$ cat src/logic/efc_cfg.svh
`ifndef EFC_CFG_SVH
`define EFC_CFG_SVH
// ****************************************
// Depths and mode fields
// ****************************************
`define EFC_DEPTH 16
`define EFC_MODE_W 16
`define EFC_MODE_RST 16'h0000
`define EFC_DUAL_BIT 0
`define EFC_ODDPAR_BIT 1
`define EFC_ERRCNT_MAX 4'hF
// ****************************************
// Reset and select codes
// ****************************************
`define EFC_RS_RST_A 2'h0
`define EFC_RS_RST_B 2'h1
`define EFC_RS_SEL_A 2'h2
`define EFC_RS_SEL_B 2'h3
`endif

$ cat src/logic/efc_pkg.sv
`default_nettype none
package efc_pkg;
  typedef enum logic {EFC_BANK_A, EFC_BANK_B} efc_bank_t;
  typedef logic [1:0] efc_errtype_t;
endpackage
`default_nettype wire

$ cat src/logic/efc_ctrl.sv
// Notes on behaviour
// - Select high sends read FIFO data to system side, else output latch data.
// - Memory clock rise with read push enable low pushes memory word.
// - System clock edge with read pop enable low pops read FIFO.
// - Memory clock rise with write pop enable low pops write FIFO toward memory.
// - System clock edge with write push enable low stores system data word.
// - Check-bit driver enabled by force input, else by memory output enable.
// - Mode load low at system clock edge loads data bits 0 to 15.
// - Each error at diagnostic clock rise counts up, saturating at 15.
// - First error after diagnostic reset captures check bits, syndrome, type, data.
// - Running syndrome register loads on every diagnostic clock rise.
// - Write FIFO empty flag low when empty, low after reset.
// - Write FIFO full flag low when full, high after reset.
// - Read FIFO empty flag low when empty, low after reset.
// - Read FIFO full flag low when full, high after reset.
// - Half flag low at eight or more words single, four or more words dual, else high.
// - Error flag low while error detected, no latching.
// - Multiple error flag low while uncorrectable error detected, no latching.
// - Parity fault low when byte parity disagrees with system data.
// - Reset/select code: 00 reset first, 01 reset second, 10/11 select.
`timescale 1ns/1ps
`default_nettype none
`include "efc_cfg.svh"
// ****************************************
// Synchronous FIFO with runtime limit
// ****************************************
module efc_fifo #(
  parameter int W = 64,
  parameter int DEPTH = `EFC_DEPTH,
  parameter int CW = $clog2(DEPTH) + 1
) (
  input wire logic clk,
  input wire logic rst_n,
  input wire logic clear,
  input wire logic [CW-1:0] limit,
  input wire logic inValid,
  output logic inReady,
  input wire logic [W-1:0] inData,
  output logic outValid,
  input wire logic outReady,
  output logic [W-1:0] outData,
  output logic [CW-1:0] count
);
  localparam int AW = $clog2(DEPTH);
  logic [W-1:0] mem [DEPTH];
  logic [AW-1:0] wp_r, wp_nxt, rp_r, rp_nxt;
  logic [CW-1:0] cnt_r, cnt_nxt;
  logic push, pop;
  assign inReady = cnt_r < limit;
  assign outValid = cnt_r != '0;
  assign outData = mem[rp_r];
  assign count = cnt_r;
  assign push = inValid & inReady & ~clear;
  assign pop = outValid & outReady & ~clear;
  always_comb begin
    wp_nxt = wp_r;
    rp_nxt = rp_r;
    cnt_nxt = cnt_r;
    if (clear) begin
      wp_nxt = '0;
      rp_nxt = '0;
      cnt_nxt = '0;
    end else begin
      if (push) begin
        wp_nxt = wp_r + AW'(1);
      end
      if (pop) begin
        rp_nxt = rp_r + AW'(1);
      end
      if (push && !pop) begin
        cnt_nxt = cnt_r + CW'(1);
      end else if (pop && !push) begin
        cnt_nxt = cnt_r - CW'(1);
      end
    end
  end
  always_ff @(posedge clk or negedge rst_n) begin
    if (!rst_n) begin
      wp_r <= '0;
      rp_r <= '0;
      cnt_r <= '0;
    end else begin
      wp_r <= wp_nxt;
      rp_r <= rp_nxt;
      cnt_r <= cnt_nxt;
    end
  end
  always_ff @(posedge clk) begin
    if (push) begin
      mem[wp_r] <= inData;
    end
  end
endmodule
// ****************************************
// FIFO, mode and diagnostic control
// ****************************************
module efc_ctrl #(
  parameter int DW = 64,
  parameter int DEPTH = `EFC_DEPTH
) (
  input wire logic sys_clk,
  input wire logic rst_n,
  input wire logic memoryClock,
  input wire logic diagnosticClock,
  input wire logic readPathFifoSelect,
  input wire logic readFifoPushEnableN,
  input wire logic readFifoPopEnableN,
  input wire logic writeFifoPushEnableN,
  input wire logic writeFifoPopEnableN,
  input wire logic checkbitSyndromeOutputForce,
  input wire logic memoryOutputEnableN,
  input wire logic modeLoadN,
  input wire logic [1:0] fifoResetSelect,
  input wire logic [DW-1:0] memData,
  input wire logic [DW-1:0] sysData,
  input wire logic [DW/8-1:0] byteParity,
  input wire logic [DW-1:0] mdOutLatch,
  input wire logic decErr,
  input wire logic decMultiErr,
  input wire logic [7:0] decSyndrome,
  input wire logic [7:0] genCheckBits,
  input wire logic diagReset,
  output logic [DW-1:0] sysReadData,
  output logic [DW-1:0] memWriteData,
  output logic [7:0] checkbitSyndromeOut,
  output logic checkbitSyndromeOe,
  output logic writeFifoEmptyN,
  output logic writeFifoFullN,
  output logic readFifoEmptyN,
  output logic readFifoHalfN,
  output logic readFifoFullN,
  output logic errorFlagN,
  output logic multiFaultFlagN,
  output logic byteParityFaultN,
  output logic [`EFC_MODE_W-1:0] modeReg,
  output logic [3:0] errCount,
  output logic [7:0] firstCheckBits,
  output logic [7:0] firstSyndrome,
  output logic [1:0] firstErrType,
  output logic [DW-1:0] firstErrData,
  output logic [7:0] runSyndrome
);
  localparam int CW = $clog2(DEPTH) + 1;
  localparam int NB = DW / 8;
  localparam int PW = 2 * DW + NB + 12;
  // Idle pin levels at reset
  localparam logic [PW-1:0] SYNC_IDLE = {7'h1F, 3'h3, `EFC_RS_SEL_A, {(2 * DW + NB){1'h0}}};
  // ****************************************
  // Pin synchronisers
  // ****************************************
  logic [PW-1:0] s1_r, s2_r;
  logic [1:0] clk3_r;
  logic memClkS, diagClkS, rdSelS, rdPushNS, rdPopNS, wrPushNS, wrPopNS;
  logic forceS, moeNS, modeLoadNS, memRise, diagRise;
  logic [1:0] rsS;
  logic [DW-1:0] memDataS, sysDataS;
  logic [NB-1:0] parS;
  assign {memClkS, diagClkS, rdSelS, rdPushNS, rdPopNS, wrPushNS, wrPopNS, forceS, moeNS, modeLoadNS, rsS,
          memDataS, sysDataS, parS} = s2_r;
  assign memRise = memClkS & ~clk3_r[1];
  assign diagRise = diagClkS & ~clk3_r[0];
  always_ff @(posedge sys_clk or negedge rst_n) begin
    if (!rst_n) begin
      s1_r <= SYNC_IDLE;
      s2_r <= SYNC_IDLE;
      clk3_r <= 2'h0;
    end else begin
      s1_r <= {memoryClock, diagnosticClock, readPathFifoSelect, readFifoPushEnableN, readFifoPopEnableN,
               writeFifoPushEnableN, writeFifoPopEnableN, checkbitSyndromeOutputForce, memoryOutputEnableN,
               modeLoadN, fifoResetSelect, memData, sysData, byteParity};
      s2_r <= s1_r;
      clk3_r <= {memClkS, diagClkS};
    end
  end
  // ****************************************
  // FIFO banks
  // ****************************************
  efc_pkg::efc_bank_t bankSel_r, bankSel_nxt, bankAct;
  logic [`EFC_MODE_W-1:0] modeReg_r, modeReg_nxt;
  logic dual, oddPar, selB, rdPush, rdPop, wrPush, wrPop;
  logic [CW-1:0] lim, halfThr, rdCntSel, wrCntSel;
  logic [CW-1:0] rdCnt [2];
  logic [CW-1:0] wrCnt [2];
  logic [DW-1:0] rdHead [2];
  logic [DW-1:0] wrHead [2];
  logic [1:0] rdVld, wrVld;
  assign dual = modeReg_r[`EFC_DUAL_BIT];
  assign oddPar = modeReg_r[`EFC_ODDPAR_BIT];
  assign bankAct = dual ? bankSel_r : efc_pkg::EFC_BANK_A;
  assign selB = bankAct == efc_pkg::EFC_BANK_B;
  assign lim = dual ? CW'(DEPTH / 2) : CW'(DEPTH);
  assign halfThr = lim >> 1;
  assign rdPush = memRise & ~rdPushNS;
  assign rdPop = ~rdPopNS;
  assign wrPush = ~wrPushNS;
  assign wrPop = memRise & ~wrPopNS;
  assign rdCntSel = selB ? rdCnt[1] : rdCnt[0];
  assign wrCntSel = selB ? wrCnt[1] : wrCnt[0];
  for (genvar b = 0; b < 2; b++) begin : g_bank
    localparam efc_pkg::efc_bank_t BK = (b == 1) ? efc_pkg::EFC_BANK_B : efc_pkg::EFC_BANK_A;
    logic hit, clr;
    assign hit = bankAct == BK;
    assign clr = rsS == ((b == 1) ? `EFC_RS_RST_B : `EFC_RS_RST_A);
    efc_fifo #(.W(DW), .DEPTH(DEPTH), .CW(CW)) u_rd (
      .clk(sys_clk), .rst_n(rst_n), .clear(clr), .limit(lim),
      .inValid(hit & rdPush), .inReady(), .inData(memDataS),
      .outValid(rdVld[b]), .outReady(hit & rdPop), .outData(rdHead[b]), .count(rdCnt[b])
    );
    efc_fifo #(.W(DW), .DEPTH(DEPTH), .CW(CW)) u_wr (
      .clk(sys_clk), .rst_n(rst_n), .clear(clr), .limit(lim),
      .inValid(hit & wrPush), .inReady(), .inData(sysDataS),
      .outValid(wrVld[b]), .outReady(hit & wrPop), .outData(wrHead[b]), .count(wrCnt[b])
    );
  end
  // ****************************************
  // Parity check
  // ****************************************
  logic [NB-1:0] parFault;
  for (genvar i = 0; i < NB; i++) begin : g_par
    assign parFault[i] = (^sysDataS[8*i +: 8]) ^ parS[i] ^ oddPar;
  end
  // ****************************************
  // Control and diagnostic state
  // ****************************************
  logic [3:0] errCnt_r, errCnt_nxt, cntBase;
  logic captured_r, captured_nxt, capBase;
  logic [7:0] firstCb_r, firstCb_nxt, firstSyn_r, firstSyn_nxt, runSyn_r, runSyn_nxt;
  efc_pkg::efc_errtype_t firstType_r, firstType_nxt;
  logic [DW-1:0] firstData_r, firstData_nxt, sysRd_r, sysRd_nxt, memWr_r, memWr_nxt;
  logic [7:0] cbsOut_r, cbsOut_nxt;
  logic cbsOe_r, cbsOe_nxt, wEmptyN_r, wEmptyN_nxt, wFullN_r, wFullN_nxt;
  logic rEmptyN_r, rEmptyN_nxt, rHalfN_r, rHalfN_nxt, rFullN_r, rFullN_nxt;
  logic errN_r, errN_nxt, merrN_r, merrN_nxt, perrN_r, perrN_nxt;
  always_comb begin
    bankSel_nxt = bankSel_r;
    if (rsS == `EFC_RS_SEL_A) begin
      bankSel_nxt = efc_pkg::EFC_BANK_A;
    end else if (rsS == `EFC_RS_SEL_B) begin
      bankSel_nxt = efc_pkg::EFC_BANK_B;
    end
    // mode load, level held through edge
    modeReg_nxt = !modeLoadNS ? sysDataS[`EFC_MODE_W-1:0] : modeReg_r;
    sysRd_nxt = sysRd_r;
    if (!rdSelS) begin
      sysRd_nxt = mdOutLatch;
    end else if (rdPop && (selB ? rdVld[1] : rdVld[0])) begin
      sysRd_nxt = selB ? rdHead[1] : rdHead[0];
    end
    memWr_nxt = memWr_r;
    if (wrPop && (selB ? wrVld[1] : wrVld[0])) begin
      memWr_nxt = selB ? wrHead[1] : wrHead[0];
    end
    cbsOe_nxt = forceS | ~moeNS;
    cbsOut_nxt = moeNS ? decSyndrome : genCheckBits;
    runSyn_nxt = diagRise ? decSyndrome : runSyn_r;
    cntBase = diagReset ? 4'h0 : errCnt_r;
    capBase = diagReset ? 1'b0 : captured_r;
    errCnt_nxt = cntBase;
    captured_nxt = capBase;
    firstCb_nxt = firstCb_r;
    firstSyn_nxt = firstSyn_r;
    firstType_nxt = firstType_r;
    firstData_nxt = firstData_r;
    if (diagRise && decErr) begin
      if (cntBase != `EFC_ERRCNT_MAX) begin
        errCnt_nxt = cntBase + 4'h1;
      end
      if (!capBase) begin
        captured_nxt = 1'b1;
        firstCb_nxt = genCheckBits;
        firstSyn_nxt = decSyndrome;
        firstType_nxt = {decMultiErr, ~decMultiErr};
        firstData_nxt = memDataS;
      end
    end
    wEmptyN_nxt = wrCntSel != '0;
    wFullN_nxt = wrCntSel != lim;
    rEmptyN_nxt = rdCntSel != '0;
    rFullN_nxt = rdCntSel != lim;
    rHalfN_nxt = rdCntSel < halfThr;
    errN_nxt = ~decErr;
    merrN_nxt = ~decMultiErr;
    perrN_nxt = parFault == '0;
  end
  always_ff @(posedge sys_clk or negedge rst_n) begin
    if (!rst_n) begin
      bankSel_r <= efc_pkg::EFC_BANK_A;
      modeReg_r <= `EFC_MODE_RST;
      sysRd_r <= '0;
      memWr_r <= '0;
      cbsOe_r <= 1'b0;
      cbsOut_r <= 8'h00;
      runSyn_r <= 8'h00;
      errCnt_r <= 4'h0;
      captured_r <= 1'b0;
      firstCb_r <= 8'h00;
      firstSyn_r <= 8'h00;
      firstType_r <= 2'h0;
      firstData_r <= '0;
      wEmptyN_r <= 1'b0;
      wFullN_r <= 1'b1;
      rEmptyN_r <= 1'b0;
      rFullN_r <= 1'b1;
      rHalfN_r <= 1'b1;
      errN_r <= 1'b1;
      merrN_r <= 1'b1;
      perrN_r <= 1'b1;
    end else begin
      bankSel_r <= bankSel_nxt;
      modeReg_r <= modeReg_nxt;
      sysRd_r <= sysRd_nxt;
      memWr_r <= memWr_nxt;
      cbsOe_r <= cbsOe_nxt;
      cbsOut_r <= cbsOut_nxt;
      runSyn_r <= runSyn_nxt;
      errCnt_r <= errCnt_nxt;
      captured_r <= captured_nxt;
      firstCb_r <= firstCb_nxt;
      firstSyn_r <= firstSyn_nxt;
      firstType_r <= firstType_nxt;
      firstData_r <= firstData_nxt;
      wEmptyN_r <= wEmptyN_nxt;
      wFullN_r <= wFullN_nxt;
      rEmptyN_r <= rEmptyN_nxt;
      rFullN_r <= rFullN_nxt;
      rHalfN_r <= rHalfN_nxt;
      errN_r <= errN_nxt;
      merrN_r <= merrN_nxt;
      perrN_r <= perrN_nxt;
    end
  end
  assign sysReadData = sysRd_r;
  assign memWriteData = memWr_r;
  assign checkbitSyndromeOut = cbsOut_r;
  assign checkbitSyndromeOe = cbsOe_r;
  assign writeFifoEmptyN = wEmptyN_r;
  assign writeFifoFullN = wFullN_r;
  assign readFifoEmptyN = rEmptyN_r;
  assign readFifoHalfN = rHalfN_r;
  assign readFifoFullN = rFullN_r;
  assign errorFlagN = errN_r;
  assign multiFaultFlagN = merrN_r;
  assign byteParityFaultN = perrN_r;
  assign modeReg = modeReg_r;
  assign errCount = errCnt_r;
  assign firstCheckBits = firstCb_r;
  assign firstSyndrome = firstSyn_r;
  assign firstErrType = firstType_r;
  assign firstErrData = firstData_r;
  assign runSyndrome = runSyn_r;

  logic steady;
  assign steady = modeLoadNS && rsS == (selB ? `EFC_RS_SEL_B : `EFC_RS_SEL_A);
endmodule
`default_nettype wire

$ cat config.mk
export PLATFORM = sky130hd
export DESIGN_NAME = efc_ctrl
export DESIGN_NICKNAME = d
export VERILOG_FILES = /design/src/logic/efc_pkg.sv /design/src/logic/efc_ctrl.sv
export VERILOG_INCLUDE_DIRS = /design/src /design/src/logic
export SDC_FILE = /design/constraint.sdc
export NUM_CORES = 2
export LEC_CHECK = 0
export BUFFER_PORTS_ARGS = -buffer_cell sky130_fd_sc_hd__buf_2
export CORE_MARGIN = 2
export CORE_UTILIZATION = 45
export DETAILED_ROUTE_END_ITERATION = 8
export GPL_ROUTABILITY_DRIVEN = 0
export GPL_TIMING_DRIVEN = 0
export PLACE_DENSITY_LB_ADDON = 0.1
export REMOVE_ABC_BUFFERS = 1
export SETUP_SLACK_MARGIN = 0.3
export SYNTH_ARGS = -nofsm -noshare
export SYNTH_HDL_FRONTEND = slang
export SYNTH_SLANG_ARGS = --single-unit
$ cat constraint.sdc
create_clock -name sys_clk -period 9 [get_ports sys_clk]
set_input_delay 0.45 -clock sys_clk [delete_from_list [all_inputs] [get_ports sys_clk]]
set_output_delay 0.45 -clock sys_clk [all_outputs]
set_load 0.05 [all_outputs]
==> metrics <==
run status complete, no violations; post-CTS setup buffers 0; Initial Utilization 0.4525; fin crit share 0.5135; placed insts 13695; Skew-Pair Late Insertion Delay 1010 ps; RSZ-0062 raised after global routing no; CTS tree yes; final hold viol count 0; worst relative slew slack 0.1171; fillers 29744; Boundary Pins 488; vias in the first global route 89672; mean area per synthesized cell 22.12 sq um; critical path fanouts, max 15; Post-Route WL 454000 microns; Post-CTS Resized 0; Worst Hold Class input pin to flip-flop; Num CTS Buffers 521; non-filler instance count after layout 14934; CP peak stage delay 860 ps; DP Area 0.1915 sq mm; H-tree depth 6; via count 86023; Pwr Total 53.96 mW; layout cells sized above 1 0.3042; crit path launch type flip-flop; Die Ht 630.0 microns; Via density 5.760; core area 0.3897 sq mm; Worst Path Arrival 5310 ps; DRC 0; Clock transition at path regs 50 ps; synthesized area 0.1763 sq mm; top cells by area, synth edfxtp_1 (70%), mux4_2 (13%), dfrtp_1 (8.3%); GRT overflow 0; setup ws final 4379 ps; Port Buffers 487; overall routing resource usage 0.2275; slowest stage cell, crit path nor4_2; first-pass GRT wire length 648100 microns; Synth Register Bits 4703; Die W 630.0 microns; Top cell by count, worst path buf_4; post-synth cell types 56; Critical Path RT 9690 ps; final-stage net count 9585; Pre-Repair DR Iteration Count 8; Main synth FF type edfxtp_1; final instance area 0.2108 sq mm; Final Skew 34.87 ps; PD cells 255.9 mW/mm^2; Hold Worst Slack 73.13 ps; critical path class flip-flop to flip-flop; register area share after synthesis 0.7838; ys async rst share 0.1291; # setup viols final 0; top cell type's share of synthesized area 0.6975; setup TNS 0 ps; crit path cell chain ha_1 > a2111oi_4 > o21ai_2 > nor4_2 > buf_4 > buf_4 > buf_4 > buf_4 > buf_4 > buf_4; Syn-to-layout area delta 19.55%; initial antenna violation count 8; Final ANT Viol Nets 0; CTS root buf clkbuf_16; Initial DRC Count 7674; Cell Rows 229; peak supply drop 203.0 uV; largest net degree at the start of global routing 121; Worst Max-Slew Pin Slew 1324 ps; Post-Syn Instances 7971; HPWL after DPL 287500 microns; CP endpoint kind flip-flop; fin crit period 4621 ps; Max Freq 216.4 MHz; drt wl/cell 30.40 microns; full die area 0.3969 sq mm; Static Leak 68.67 nW; Place WS 4336 ps; max_cap viols 0; clock sinks 4703; fin util 0.5410; Post-synth EDFFs 4096; CTS max path bufs 4; area leader, netlist edfxtp_1; max-slew violation count 0; Synth Warn # 0
[worst max-delay path, delay by kind of cell, from the launching register on]
family                     cells  cell delay [ps]
and+or+nand+nor                1              860
adders and majority gates      1              360
DFF                            1              690
AOI/OAI and AO/OA              2             1010
buffers and inverters          6             1330
[state kept, by name, summed over array words and instances, names as in the netlist, 10 cells and up]
name	count
g_bank.u_rd.mem	2048
g_bank.u_wr.mem	2048
s1_r	148
s2_r	148
firstErrData	64
memWriteData	64
sysReadData	64
modeReg	16
g_bank.u_rd.count	10
g_bank.u_wr.count	10
[logic make-up (layout without fill, tap and decap cells)]
logic type | Yosys count | count (layout) | share of synthesized area
and+or+nand+nor | 497 | 497 | 0.01219
other | 0 | 5 | 0
buffers and inverters | 465 | 2226 | 0.01165
adders and majority gates | 46 | 46 | 0.003434
xor gates and xnor gates | 97 | 97 | 0.005527
DFF | 4703 | 4703 | 0.7838
muxes | 1413 | 1413 | 0.1537
AOI/OAI and AO/OA | 750 | 750 | 0.02970
[cell type report]
type | count | area (sq um) | area share
diodes | 5 | 12.51 | 0.00005935
clock buffers | 721 | 14490 | 0.06873
inverters | 29 | 111.4 | 0.0005282
clock inverters | 228 | 1917 | 0.009093
well taps | 5197 | 6502 | 0.03085
flip-flops and latches | 4703 | 138300 | 0.6559
repair buffers | 1248 | 13060 | 0.06193
multi-input cells | 2803 | 36450 | 0.1729
[where the power goes]
part	total (mW)	internal, mW	switching [mW]
clock	20.4	11.9	8.48
sequential	25.2	24.4	0.746
combinational	8.38	3.76	4.62
[layout by cell type, fill, tap and decap left out, types with 14 or more instances in the layout]
| cell type | instances |
|---|---|
| bufinv_16 | 23 |
| a211oi_1 | 70 |
| clkbuf_16 | 537 |
| xnor2_1 | 56 |
| edfxtp_1 | 4096 |
| o221ai_1 | 128 |
| o21ai_0 | 127 |
| clkinv_2 | 78 |
| clkinv_1 | 73 |
| dfrtp_1 | 571 |
| inv_1 | 28 |
| mux4_2 | 1024 |
| dfstp_2 | 21 |
| nor3_2 | 21 |
| a21oi_1 | 81 |
| clkbuf_1 | 148 |
| ha_1 | 42 |
| nor2_1 | 68 |
| o22ai_1 | 66 |
| buf_16 | 117 |
| dlygate4sd3_1 | 284 |
| dfrtp_4 | 14 |
| and2_4 | 27 |
| xor2_1 | 31 |
| buf_4 | 66 |
| a221oi_1 | 64 |
| clkbuf_8 | 36 |
| a22o_1 | 64 |
| buf_2 | 486 |
| mux2_2 | 116 |
| buf_12 | 81 |
| inv_6 | 32 |
| o211ai_1 | 64 |
| mux2i_1 | 273 |
| nand2_1 | 287 |
| o21ai_1 | 68 |
| nor2_4 | 18 |
| buf_6 | 205 |
[path summary, 6_finish.rpt]
check                                        from                                  end  slack [ps]  cells after the start
max                        modeReg[0]$_DFFE_PN0N_  g_bank[0].u_wr.mem[1][53]$_DFFE_PP_        4380                     10
min                                 byteParity[3]                    s1_r[3]$_DFF_PN0_          70                      2
max reg2reg                modeReg[0]$_DFFE_PN0N_  g_bank[0].u_wr.mem[1][53]$_DFFE_PP_        4380                     10
min reg2reg                    s1_r[16]$_DFF_PN0_                   s2_r[16]$_DFF_PN0_         340                      0
max in group asynchronous                   rst_n                   s2_r[26]$_DFF_PN0_        6690                      6
min in group asynchronous                   rst_n                   s2_r[89]$_DFF_PN0_         570                      4
[cells in the mapped netlist (all sizes together), types with 6 or more instances]
master  instances
nand3           7
xor2           33
dfstp          22
o211ai         64
xnor3           8
and2           30
o21ai         196
dfrtp         585
a211oi         73
edfxtp       4096
nor4            9
xnor2          56
nand2         289
clkbuf        231
nor2b           6
ha             42
nand2b          8
inv            29
o22ai          66
mux2          116
nand4           8
nor2           87
mux4         1024
a22o           64
buf           205
o221ai        128
a221oi         64
a21oi          81
mux2i         273
nor3           32
[what timing repair did]
action	in CTS	in global routing
endpoints found under the setup margin	0	0
hold buffers	285	0
endpoints found under the hold margin	443	0
[metal layers]
layer	vias to the layer above	part of all wire	wire length, microns	global-route usage
met3	723	0.045	20470	0.02703
li1	36015	-	-	-
met2	2417	0.53	238400	0.4027
met5	-	0	0	0
met1	46868	0.40	180600	0.2944
met4	0	0.032	14460	0.07081
Note: power is estimated with default switching activity, not from simulation.
